<file path="src/logic/tpsr_pkg.sv">
`default_nettype none
package tpsr_pkg;
    // clock of both ends, 200 MHz
    localparam int CLK_PERIOD_PS = 5000;
    localparam int PS_PER_NS = 1000;
    localparam longint PS_PER_SEC_KHZ = 1000000000;
    // phase rate window in kHz
    localparam int PHASE_FREQ_MIN_KHZ = 10;
    localparam int PHASE_FREQ_MAX_KHZ = 3000;
    // bit rate is twice the phase rate
    localparam int BIT_RATE_MIN_KHZ = 2 * PHASE_FREQ_MIN_KHZ;
    localparam int BIT_RATE_MAX_KHZ = 2 * PHASE_FREQ_MAX_KHZ;
    // active-low width window and dead time between phases, in ns
    localparam int PHASE_ACTIVE_WIDTH_MIN_NS = 115;
    localparam int PHASE_ACTIVE_WIDTH_MAX_NS = 10000;
    localparam int PHASE_DELAY_MIN_NS = 10;
    // least times round up, longest times round down
    localparam int ACTIVE_MIN_CYC =
        (PHASE_ACTIVE_WIDTH_MIN_NS * PS_PER_NS + CLK_PERIOD_PS - 1) / CLK_PERIOD_PS;
    localparam int ACTIVE_MAX_CYC = PHASE_ACTIVE_WIDTH_MAX_NS * PS_PER_NS / CLK_PERIOD_PS;
    localparam int DELAY_MIN_CYC =
        (PHASE_DELAY_MIN_NS * PS_PER_NS + CLK_PERIOD_PS - 1) / CLK_PERIOD_PS;
    localparam int PERIOD_MIN_CYC = int'((PS_PER_SEC_KHZ / PHASE_FREQ_MAX_KHZ
        + CLK_PERIOD_PS - 1) / CLK_PERIOD_PS);
    localparam int PERIOD_MAX_CYC = int'(PS_PER_SEC_KHZ / PHASE_FREQ_MIN_KHZ / CLK_PERIOD_PS);
    // default timing of the driving end: 24 + 10 + 24 + 10 = 68 cycles
    localparam int HOST_ACTIVE_CYC = 24;
    localparam int HOST_GAP_CYC = 10;
    // default register length in bits, and buffer depth
    localparam int REG_LENGTH = 256;
    localparam int FIFO_DEPTH = 16;
endpackage
`default_nettype wire
</file>
<file path="src/logic/tpsr_if.sv">
`timescale 1ns/1ps
`default_nettype none
// phases are active low; the driving end makes both phases and the data
interface tpsr_if;
    logic phaseOneN;
    logic phaseTwoN;
    logic serialIn;
    logic serialOut;
    modport dev (
        input phaseOneN,
        input phaseTwoN,
        input serialIn,
        output serialOut
    );
    modport drv (
        output phaseOneN,
        output phaseTwoN,
        output serialIn,
        input serialOut
    );
endinterface
`default_nettype wire

</file>
<file path="src/logic/tpsr_host.sv">
`timescale 1ns/1ps
`default_nettype none
// small synchronous fifo; read data comes from the storage flops
module tpsr_fifo #(
    parameter int WIDTH = 1,
    parameter int DEPTH = tpsr_pkg::FIFO_DEPTH
) (
    input wire logic clk,
    input wire logic reset,
    input wire logic [WIDTH-1:0] inData,
    input wire logic inValid,
    output logic inReady,
    output logic [WIDTH-1:0] outData,
    output logic outValid,
    input wire logic outReady
);
    import tpsr_pkg::*;

    localparam int PW = $clog2(DEPTH);
    localparam int CW = $clog2(DEPTH + 1);

    if (DEPTH < 2 || (DEPTH & (DEPTH - 1)) != 0 || WIDTH < 1) begin : gCheck
        $error("tpsr_fifo: DEPTH must be a power of two, WIDTH at least 1");
    end

    typedef struct packed {
        logic [DEPTH-1:0][WIDTH-1:0] mem;
        logic [PW-1:0] wrPtr;
        logic [PW-1:0] rdPtr;
        logic [CW-1:0] count;
    } tpsr_fifo_state_t;

    tpsr_fifo_state_t state;
    tpsr_fifo_state_t next_state;
    logic push;
    logic pop;

    // full and empty come straight from the fill count
    assign inReady = (state.count != CW'(DEPTH));
    assign outValid = (state.count != '0);
    assign outData = state.mem[state.rdPtr];
    assign push = inValid & inReady;
    assign pop = outValid & outReady;

    // pointer and count update
    always_comb begin
        next_state = state;
        if (push) begin
            next_state.mem[state.wrPtr] = inData;
            next_state.wrPtr = state.wrPtr + PW'(1);
        end
        if (pop) begin
            next_state.rdPtr = state.rdPtr + PW'(1);
        end
        if (push && !pop) begin
            next_state.count = state.count + CW'(1);
        end else if (pop && !push) begin
            next_state.count = state.count - CW'(1);
        end
    end

    always_ff @(posedge clk or posedge reset) begin
        if (reset) begin
            state <= '0;
        end else begin
            state <= next_state;
        end
    end
endmodule

// driving end: makes both phases from clk, feeds bits from the fifo
module tpsr_host #(
    parameter int ACTIVE_CYC = tpsr_pkg::HOST_ACTIVE_CYC,
    parameter int GAP_CYC = tpsr_pkg::HOST_GAP_CYC,
    parameter int DEPTH = tpsr_pkg::FIFO_DEPTH
) (
    input wire logic clk,
    input wire logic reset,
    tpsr_if.drv link,
    input wire logic txBit,
    input wire logic txValid,
    output logic txReady,
    output logic rxBit,
    output logic rxValid
);
    import tpsr_pkg::*;

    localparam int CNT_W = $clog2(ACTIVE_CYC + GAP_CYC + 1);

    // RL1: rate kept inside the window
    // RL9: bit rate bounded too
    if (ACTIVE_CYC < ACTIVE_MIN_CYC || ACTIVE_CYC > ACTIVE_MAX_CYC
        || GAP_CYC < DELAY_MIN_CYC + 3
        || 2 * (ACTIVE_CYC + GAP_CYC) < PERIOD_MIN_CYC
        || 2 * (ACTIVE_CYC + GAP_CYC) > PERIOD_MAX_CYC) begin : gCheck
        $error("tpsr_host: phase timing outside the allowed window");
    end

    typedef enum logic [1:0] {ONE_ACT, GAP_A, TWO_ACT, GAP_B} tpsr_phase_t;

    typedef struct packed {
        tpsr_phase_t phase;
        logic [CNT_W-1:0] cnt;
        logic phaseOneN;
        logic phaseTwoN;
        logic serialIn;
        logic [1:0] sync;
        logic rxBit;
        logic rxValid;
    } tpsr_host_state_t;

    tpsr_host_state_t state;
    tpsr_host_state_t next_state;
    logic fifoBit;
    logic fifoValid;
    logic take;
    logic lastCycle;

    // the fifo drains only at phase starts, so a fast writer fills it
    tpsr_fifo #(.WIDTH(1), .DEPTH(DEPTH)) tpsr_fifo_inst (
        .clk(clk),
        .reset(reset),
        .inData(txBit),
        .inValid(txValid),
        .inReady(txReady),
        .outData(fifoBit),
        .outValid(fifoValid),
        .outReady(take)
    );

    assign lastCycle = (state.cnt == '0);
    assign take = lastCycle && (state.phase == GAP_A || state.phase == GAP_B);

    // phase sequencer; an empty fifo sends zeros, the clocks never stop
    always_comb begin
        next_state = state;
        next_state.sync = {state.sync[0], link.serialOut};
        next_state.rxValid = 1'b0;
        next_state.cnt = state.cnt - CNT_W'(1);
        if (lastCycle) begin
            case (state.phase)
                // RL4: release phase one, dead time
                // RL5: last bit is sampled now
                ONE_ACT: begin
                    next_state.phase = GAP_A;
                    next_state.cnt = CNT_W'(GAP_CYC - 1);
                    next_state.phaseOneN = 1'b1;
                    next_state.rxBit = state.sync[1];
                    next_state.rxValid = 1'b1;
                end
                // RL2: phase two goes low
                // RL7: new bit on each phase
                GAP_A: begin
                    next_state.phase = TWO_ACT;
                    next_state.cnt = CNT_W'(ACTIVE_CYC - 1);
                    next_state.phaseTwoN = 1'b0;
                    next_state.serialIn = fifoValid & fifoBit;
                end
                TWO_ACT: begin
                    next_state.phase = GAP_B;
                    next_state.cnt = CNT_W'(GAP_CYC - 1);
                    next_state.phaseTwoN = 1'b1;
                    next_state.rxBit = state.sync[1];
                    next_state.rxValid = 1'b1;
                end
                GAP_B: begin
                    next_state.phase = ONE_ACT;
                    next_state.cnt = CNT_W'(ACTIVE_CYC - 1);
                    next_state.phaseOneN = 1'b0;
                    next_state.serialIn = fifoValid & fifoBit;
                end
                default: begin
                    next_state.phase = GAP_B;
                    next_state.cnt = '0;
                    next_state.phaseOneN = 1'b1;
                    next_state.phaseTwoN = 1'b1;
                end
            endcase
        end
    end

    // both phases idle high in reset; first phase one starts on release
    always_ff @(posedge clk or posedge reset) begin
        if (reset) begin
            state <= '0;
            state.phase <= GAP_B;
            state.phaseOneN <= 1'b1;
            state.phaseTwoN <= 1'b1;
        end else begin
            state <= next_state;
        end
    end

    assign link.phaseOneN = state.phaseOneN;
    assign link.phaseTwoN = state.phaseTwoN;
    assign link.serialIn = state.serialIn;
    assign rxBit = state.rxBit;
    assign rxValid = state.rxValid;
endmodule
`default_nettype wire

</file>
<file path="src/flat_wrapper.sv">
// flat-port wrapper written by rule: the top's interface ports become plain ports
module tpsr_host_flat import tpsr_pkg::*;
#(
    parameter int ACTIVE_CYC = tpsr_pkg::HOST_ACTIVE_CYC,
    parameter int GAP_CYC = tpsr_pkg::HOST_GAP_CYC,
    parameter int DEPTH = tpsr_pkg::FIFO_DEPTH
)
  (clk, reset, txBit, txValid, txReady, rxBit, rxValid, link_phaseOneN, link_phaseTwoN, link_serialIn, link_serialOut);
  tpsr_if link_i ();
  input wire logic clk;
  input wire logic reset;
  input wire logic txBit;
  input wire logic txValid;
  output logic txReady;
  output logic rxBit;
  output logic rxValid;
  output wire logic [$bits(link_i.phaseOneN)-1:0] link_phaseOneN;
  output wire logic [$bits(link_i.phaseTwoN)-1:0] link_phaseTwoN;
  output wire logic [$bits(link_i.serialIn)-1:0] link_serialIn;
  input wire logic [$bits(link_i.serialOut)-1:0] link_serialOut;
  assign link_phaseOneN = link_i.phaseOneN;
  assign link_phaseTwoN = link_i.phaseTwoN;
  assign link_serialIn = link_i.serialIn;
  assign link_i.serialOut = link_serialOut;
  tpsr_host #(.ACTIVE_CYC(ACTIVE_CYC), .GAP_CYC(GAP_CYC), .DEPTH(DEPTH)) u_core (.clk(clk), .reset(reset), .link(link_i), .txBit(txBit), .txValid(txValid), .txReady(txReady), .rxBit(rxBit), .rxValid(rxValid));
endmodule
</file>
<file path="config.mk">
export PLATFORM = sky130hd
export DESIGN_NAME = tpsr_host_flat
export DESIGN_NICKNAME = d
export VERILOG_FILES = /design/src/logic/tpsr_pkg.sv /design/src/logic/tpsr_if.sv /design/src/logic/tpsr_host.sv /design/src/flat_wrapper.sv
export SDC_FILE = /design/constraint.sdc
export NUM_CORES = 1
export LEC_CHECK = 0
export BUFFER_PORTS_ARGS = -buffer_cell sky130_fd_sc_hd__buf_2
export CAP_MARGIN = 0
export CELL_PAD_IN_SITES_DETAIL_PLACEMENT = 0
export CELL_PAD_IN_SITES_GLOBAL_PLACEMENT = 1
export CORE_UTILIZATION = 53
export DETAILED_ROUTE_END_ITERATION = 6
export PLACE_DENSITY = 0.85
export SYNTH_ARGS = -nofsm -noshare
export SYNTH_HDL_FRONTEND = slang
export SYNTH_SLANG_ARGS = --single-unit
</file>
<file path="constraint.sdc">
create_clock -name clk -period 8.8 [get_ports clk]
set_input_delay 1.32 -clock clk [delete_from_list [all_inputs] [get_ports clk]]
set_output_delay 1.32 -clock clk [all_outputs]
set_load 0.01 [all_outputs]
</file>
==> results.json, run 1 <==
{
  "wl_mm": 3.814,
  "initial_core_util_pct": 56.03,
  "route.detailed.drc": 0,
  "rsz0062_at_grt": "false",
  "synth_edf_count": 0,
  "area_delta_synth_final_pct": 7.925,
  "crit_arrival_ns": 3.29,
  "fin_crit_ns": 3.070,
  "cts_buffer_depth": 2,
  "syn_nets": 220,
  "drt_iter0_drc": 82,
  "grt_max_degree": 45,
  "seq_area_sq_mm": 0.001106,
  "hold_path_class": "reg -> reg",
  "slew_headroom_pct": 64.06,
  "setup_violations": 0,
  "portBuffers": 10,
  "required_ns": 9.02,
  "p_comb_share_pct": 32.9,
  "async_flop_share_pct": 100.0,
  "clkLatencyLatePin_ns": 0.29,
  "endpoint_kind": "register",
  "row_count": 23,
  "fill_cells": 314,
  "final_layout_size_suffix_gt1_share_pct": 23.44,
  "core_area_sq_mm": 0.004058,
  "ir_drop_mv": 0.1651,
  "hold_viol": 0,
  "synth_top_area_share_pct": 44.03,
  "netlist_instances": 199,
  "gr-total-overflow": 0,
  "yosys_warnings": 0,
  "synth_area_leaders": "dfrtp_1 (44%), mux2_2 (8.4%), ha_1 (8.3%)",
  "die_w_um": 67.50,
  "whs_ns": 0.3638,
  "syn_area_per_cell_sq_um": 11.42,
  "syn_area_sq_mm": 0.002273,
  "p_seq_share_pct": 48.3,
  "clk_pin_slew_worst_paths_ns": 0.08,
  "synth_area_leader_cell": "dfrtp_1",
  "place_congestion": 0.8327,
  "ys_types": 37,
  "crit_fanout": 22,
  "ys_seq_elements": 44,
  "synth-main-ff-cell": "dfrtp_1",
  "path_class": "in -> reg",
  "grt_pass1_vias": 1434,
  "p_leak_nw": 1.089,
  "wire_per_inst_um": 14.73,
  "grt_pass1_wl_mm": 6.596,
  "p_switching_uw": 228.1,
  "clock_skew_ns": 0.005328,
  "drv_slew": 0,
  "diodes": 0,
  "layout.nets": 229,
  "status": "finished, final reports clean",
  "multi_input_area_sq_mm": 0.001081,
  "clock.fmax_ghz": 0.3257,
  "start_kind": "primary input",
  "vias_per_cell": 5.571,
  "die-height_um": 67.50,
  "cap_violations": 0,
  "sw_frac_of_total_pct": 33.48,
  "p_int_uw": 453.1,
  "cts_hold_buf": 0,
  "pwr_density_cell_mw_per_mm2": 277.6,
  "post_cts_resized": 0,
  "vias": 1443,
  "antenna_found_initial": 0,
  "io-pin-count": 11,
  "grtUsageTotal_pct": 20.33,
  "dp_hpwl_mm": 2.777,
  "cts-root-buf": "clkbuf_8",
  "postCtsSetupBuffers": 0,
  "design_area_sq_mm": 0.002454,
  "dr.pass1.iters": 4,
  "ant_nets": 0,
  "post-route-util_pct": 60.47,
  "tightestPinTransition_ns": 0.5391,
  "cts_tree": "done",
  "finalCritPeriodShare_pct": 34.89,
  "synth-seq-area-share_pct": 48.65,
  "r2r_slack_ns": 5.77,
  "place_area_sq_mm": 0.002360,
  "setup_tns_ns": 0,
  "clkPwrFrac_pct": 18.8,
  "dieArea_sq_mm": 0.004556,
  "cts.htree.levels": 2,
  "numCtsBuffers": 5,
  "clkSinkCount": 44
}
==> area by class of cell <==
class | count | share of cell area (%)
Timing Repair Buffer | 12 | 2.652
Clock inverter | 1 | 0.3060
Clock buffer | 7 | 3.519
Inverter | 12 | 1.836
Multi-Input combinational cell | 133 | 44.06
Sequential cell | 44 | 45.08
Tap cell | 50 | 2.550
==> cell families (layout without fill, tap and decap cells) <==
logic type | after synthesis | count (layout) | share of synthesized area (%)
simple gates | 53 | 53 | 12.38
flops | 44 | 44 | 48.65
mux | 28 | 28 | 14.69
compound gates | 25 | 25 | 7.100
buf+inv | 22 | 32 | 3.797
fa+ha+maj | 16 | 16 | 9.136
xor+xnor | 11 | 11 | 4.238
==> synthesized netlist by cell type, drive strengths merged (2+ instances only) <==
cell type / n
nor3: 2
a21o: 2
mux2: 20
mux2i: 6
o21ai: 9
buf: 3
nor2b: 4
nand2b: 4
mux4: 2
dfstp: 4
nand2: 9
clkbuf: 7
nor2: 14
nand3: 13
inv: 12
xnor2: 9
dfrtp: 40
xor2: 2
nand4: 5
ha: 15
a21oi: 6
==> metrics by stage <==
| stage | setup slack, ns | instances | power (mW) |
|---|---|---|---|
| finish | 5.730 | 259 | 0.6812 |
| CTS | 5.771 | 259 | 0.6871 |
| global route | 5.584 | 259 | 0.7347 |
| detailed placement | 5.478 | 251 | 0.5567 |
| floorplan | 5.638 | 199 | 0.5036 |
| global placement | 5.548 | 251 | 0.5374 |
==> state kept, by name (all words and copies together), names as in the netlist <==
register	count
u_core.tpsr_fifo_inst.state	29
u_core.state	9
u_core.link.phaseOneN	1
u_core.link.phaseTwoN	1
u_core.link.serialIn	1
u_core.next_state	1
u_core.rxBit	1
u_core.rxValid	1
==> cell usage in the layout, fill, tap and decap left out, drive strengths merged, types with 2 or more instances in the layout <==
cell	netlist	layout
mux4	2	2
mux2	20	20
xnor2	9	9
clkbuf	7	7
dfrtp	40	40
nor2	14	14
dfstp	4	4
buf	3	12
nor3	2	2
ha	15	15
a21o	2	2
nor2b	4	4
xor2	2	2
nand3	13	13
o21ai	9	9
a21oi	6	6
mux2i	6	6
nand2	9	9
nand4	5	5
inv	12	12
nand2b	4	4
==> worst max-delay path: stages <==
cell and delay [ns]:
buf_2 0.07, a21boi_1 0.14, buf_4 0.26, ha_1 0.21
inv_1 0.12, fa_1 0.43, a21o_1 0.18, a21oi_1 0.18
mux2i_1 0.24, xnor2_1 0.13
==> path summary, 6_finish.rpt <==
check | start | end | cells after the start
min in group asynchronous | reset | u_core.state[7]$_DFF_PP0_ | 3
max in group asynchronous | reset | u_core.state[13]$_DFFE_PP1P_ | 3
hold reg to reg | u_core.next_state[3]$_DFF_PP0_ | u_core.state[3]$_DFF_PP0_ | 0
hold / removal | u_core.next_state[3]$_DFF_PP0_ | u_core.state[3]$_DFF_PP0_ | 0
setup / recovery | txValid | u_core.tpsr_fifo_inst.state[4]$_DFFE_PP0P_ | 10
setup reg to reg | u_core.state[7]$_DFF_PP0_ | u_core.tpsr_fifo_inst.state[4]$_DFFE_PP0P_ | 11
==> routing by layer <==
metal,track usage [%],vias up,part of all wire [%]
li1,-,701,-
met5,0,-,0
met4,7.713,0,1.7
met1,25.33,715,43
met2,33.29,21,53
met3,5.743,6,3.2
==> power by group through the flow <==
stage / logic [mW] / registers [mW] / clock network (mW)
2_1_floorplan: 0.201 / 0.303 / 0
3_3_place_gp: 0.211 / 0.327 / 0
3_5_place_dp: 0.226 / 0.331 / 0
6_report: 0.224 / 0.329 / 0.128
4_1_cts: 0.226 / 0.328 / 0.133
5_1_grt: 0.252 / 0.341 / 0.142
No activity file was read; power rests on OpenSTA's default activity.
==> inputs of run 2 (changes only) <==
Settings changed: CORE_UTILIZATION 53 to 44, PLACE_DENSITY 0.85 to 0.76.
Clock period 8.8 ns to 2.75 ns, I/O delays scaled along.
==> results.json, run 2 (same netlist as run 1, synthesis figures left out) <==
{
  "finalCritPeriodShare_pct": 96.66,
  "layout.nets": 234,
  "vias_per_cell": 5.267,
  "die_w_um": 73.88,
  "cap_violations": 0,
  "cts_buffer_depth": 2,
  "die-height_um": 73.88,
  "final_cell_count_no_fill": 281,
  "grt_pass1_vias": 1482,
  "p_leak_nw": 1.114,
  "ff2ff_path_depth": 11,
  "crit_arrival_ns": 2.87,
  "placed_cells": 271,
  "clock.fmax_ghz": 0.3762,
  "fill_cells": 443,
  "wire_per_inst_um": 13.79,
  "finalPower_mw": 2.212,
  "pwr_density_cell_mw_per_mm2": 870.1,
  "clkSinkCount": 44,
  "row_count": 25,
  "clkLatencyLatePin_ns": 0.29,
  "cts_hold_buf": 0,
  "io-pin-count": 11,
  "drt_iter0_drc": 31,
  "wl_mm": 3.875,
  "status": "finished, final reports clean",
  "largest_reg_flops": 29,
  "start_kind": "register",
  "setup_violations": 0,
  "numCtsBuffers": 5,
  "rsz0062_at_grt": "false",
  "area_delta_synth_final_pct": 11.83,
  "dieArea_sq_mm": 0.005458,
  "post-route-util_pct": 52.44,
  "antenna_found_initial": 0,
  "hold_viol": 0,
  "initial_core_util_pct": 46.89,
  "worstReg2RegEnd": "u_core.tpsr_fifo_inst.state[4]$_DFFE_PP0P_",
  "regMostFlops": "u_core.tpsr_fifo_inst.state",
  "gr-total-overflow": 0,
  "setup_tns_ns": 0,
  "endpoint": "u_core.tpsr_fifo_inst.state[4]$_DFFE_PP0P_",
  "grt_pass1_wl_mm": 6.886,
  "layout_commonest_cell": "dfrtp_1",
  "diodes": 0,
  "r2r_slack_ns": 0.09,
  "slew_headroom_pct": 59.53,
  "ir_drop_mv": 0.4550,
  "r2r-start": "u_core.state[8]$_DFF_PP0_",
  "hold_path_class": "in -> async",
  "fin_crit_ns": 2.658,
  "route.detailed.drc": 0,
  "place_congestion": 0.7212,
  "dp_hpwl_mm": 2.910,
  "path_class": "reg -> reg",
  "grtUsageTotal_pct": 17.19,
  "top_regs": "u_core.tpsr_fifo_inst.state (29), u_core.state (9)",
  "final_layout_size_suffix_gt1_share_pct": 28.97,
  "core_area_sq_mm": 0.004848,
  "final_cell_mix": "dfrtp_1 (40), mux2_2 (17), nand3_1 (13)",
  "crit_start": "u_core.state[8]$_DFF_PP0_",
  "ant_nets": 0,
  "clk_pin_slew_worst_paths_ns": 0.08,
  "grt_max_degree": 30,
  "crit_fanout": 5,
  "cts_tree": "done",
  "drv_slew": 0,
  "portBuffers": 10,
  "cts-root-buf": "clkbuf_8",
  "tightestPinTransition_ns": 0.6063,
  "required_ns": 2.96,
  "endpoint_kind": "register",
  "cts.htree.levels": 2,
  "clock_skew_ns": 0.005755,
  "dr.pass1.iters": 4,
  "vias": 1480
}
run 2: cell count changes in the layout (fill, tap and decap cells not counted), moves of 2 or more:
cell and delta:
clkinv_2 +2, a21oi_2 +2, a21oi_1 -2, ha_2 +2, ha_1 -3, buf_4 +5
run 2: metal layers:
| metal | GRT usage (%) | wire, um | vias to the layer above |
|---|---|---|---|
| met5 | 0 | 0 | - |
| met4 | 5.769 | 65 | 0 |
| met3 | 4.938 | 136 | 7 |
| met2 | 29.26 | 1991 | 25 |
| met1 | 20.87 | 1682 | 733 |
| li1 | - | - | 715 |
run 2: critical path, stage by stage, from the launching register on:
cell and delay [ns]:
dfrtp_1 0.39, inv_1 0.06, ha_2 0.17, or4b_4 0.47, a211o_4 0.32, ha_2 0.20, inv_4 0.09, ha_4 0.20
a21o_1 0.18, a21oi_2 0.14, mux2i_1 0.23, xnor2_1 0.13
run 2: worst min-delay path by stage:
stage / start / end / slack [ns] / cells past startpoint
floorplan: u_core.next_state[3]$_DFF_PP0_ / u_core.state[3]$_DFF_PP0_ / 0.33 / 0
global placement: u_core.next_state[3]$_DFF_PP0_ / u_core.state[3]$_DFF_PP0_ / 0.34 / 0
detailed placement: u_core.next_state[3]$_DFF_PP0_ / u_core.state[3]$_DFF_PP0_ / 0.36 / 0
CTS: reset / u_core.tpsr_fifo_inst.state[14]$_DFFE_PP0P_ / 0.21 / 2
global route: link_serialOut / u_core.next_state[3]$_DFF_PP0_ / 0.21 / 1
finish: reset / u_core.tpsr_fifo_inst.state[10]$_DFFE_PP0P_ / 0.19 / 2
run 2: final cells by class:
cell class | count | area, sq um | area share (%)
Timing Repair Buffer | 17 | 102.6 | 4.035
Clock buffer | 6 | 82.58 | 3.248
Inverter | 12 | 47.55 | 1.870
Multi-Input combinational cell | 133 | 1110 | 43.65
Clock inverter | 2 | 10.01 | 0.3937
Tap cell | 67 | 83.83 | 3.297
Sequential cell | 44 | 1106 | 43.50
run 2: what timing repair did:
action | 4_1_cts | 5_1_grt
gates resized for setup | 1 | 6
setup buffers | 2 | 0
setup endpoints to repair | 1 | 2
pin swaps | 0 | 1
run 2: report_power, final:
part           internal [mW]  switching (mW)
registers              0.854           0.203
clock network          0.200           0.205
logic                  0.419           0.331
total                   1.47           0.739
run 2: metrics by stage:
stage / setup slack (ns) / hold WS, ns / cell area (sq um)
floorplan: 0.01920 / 0.3312 / 2273
global placement: 0.05212 / 0.3359 / 2404
detailed placement: -0.02107 / 0.3610 / 2404
CTS: 0.0004008 / 0.2096 / 2515
global route: 0.01654 / 0.2075 / 2542
finish: 0.09193 / 0.1852 / 2542
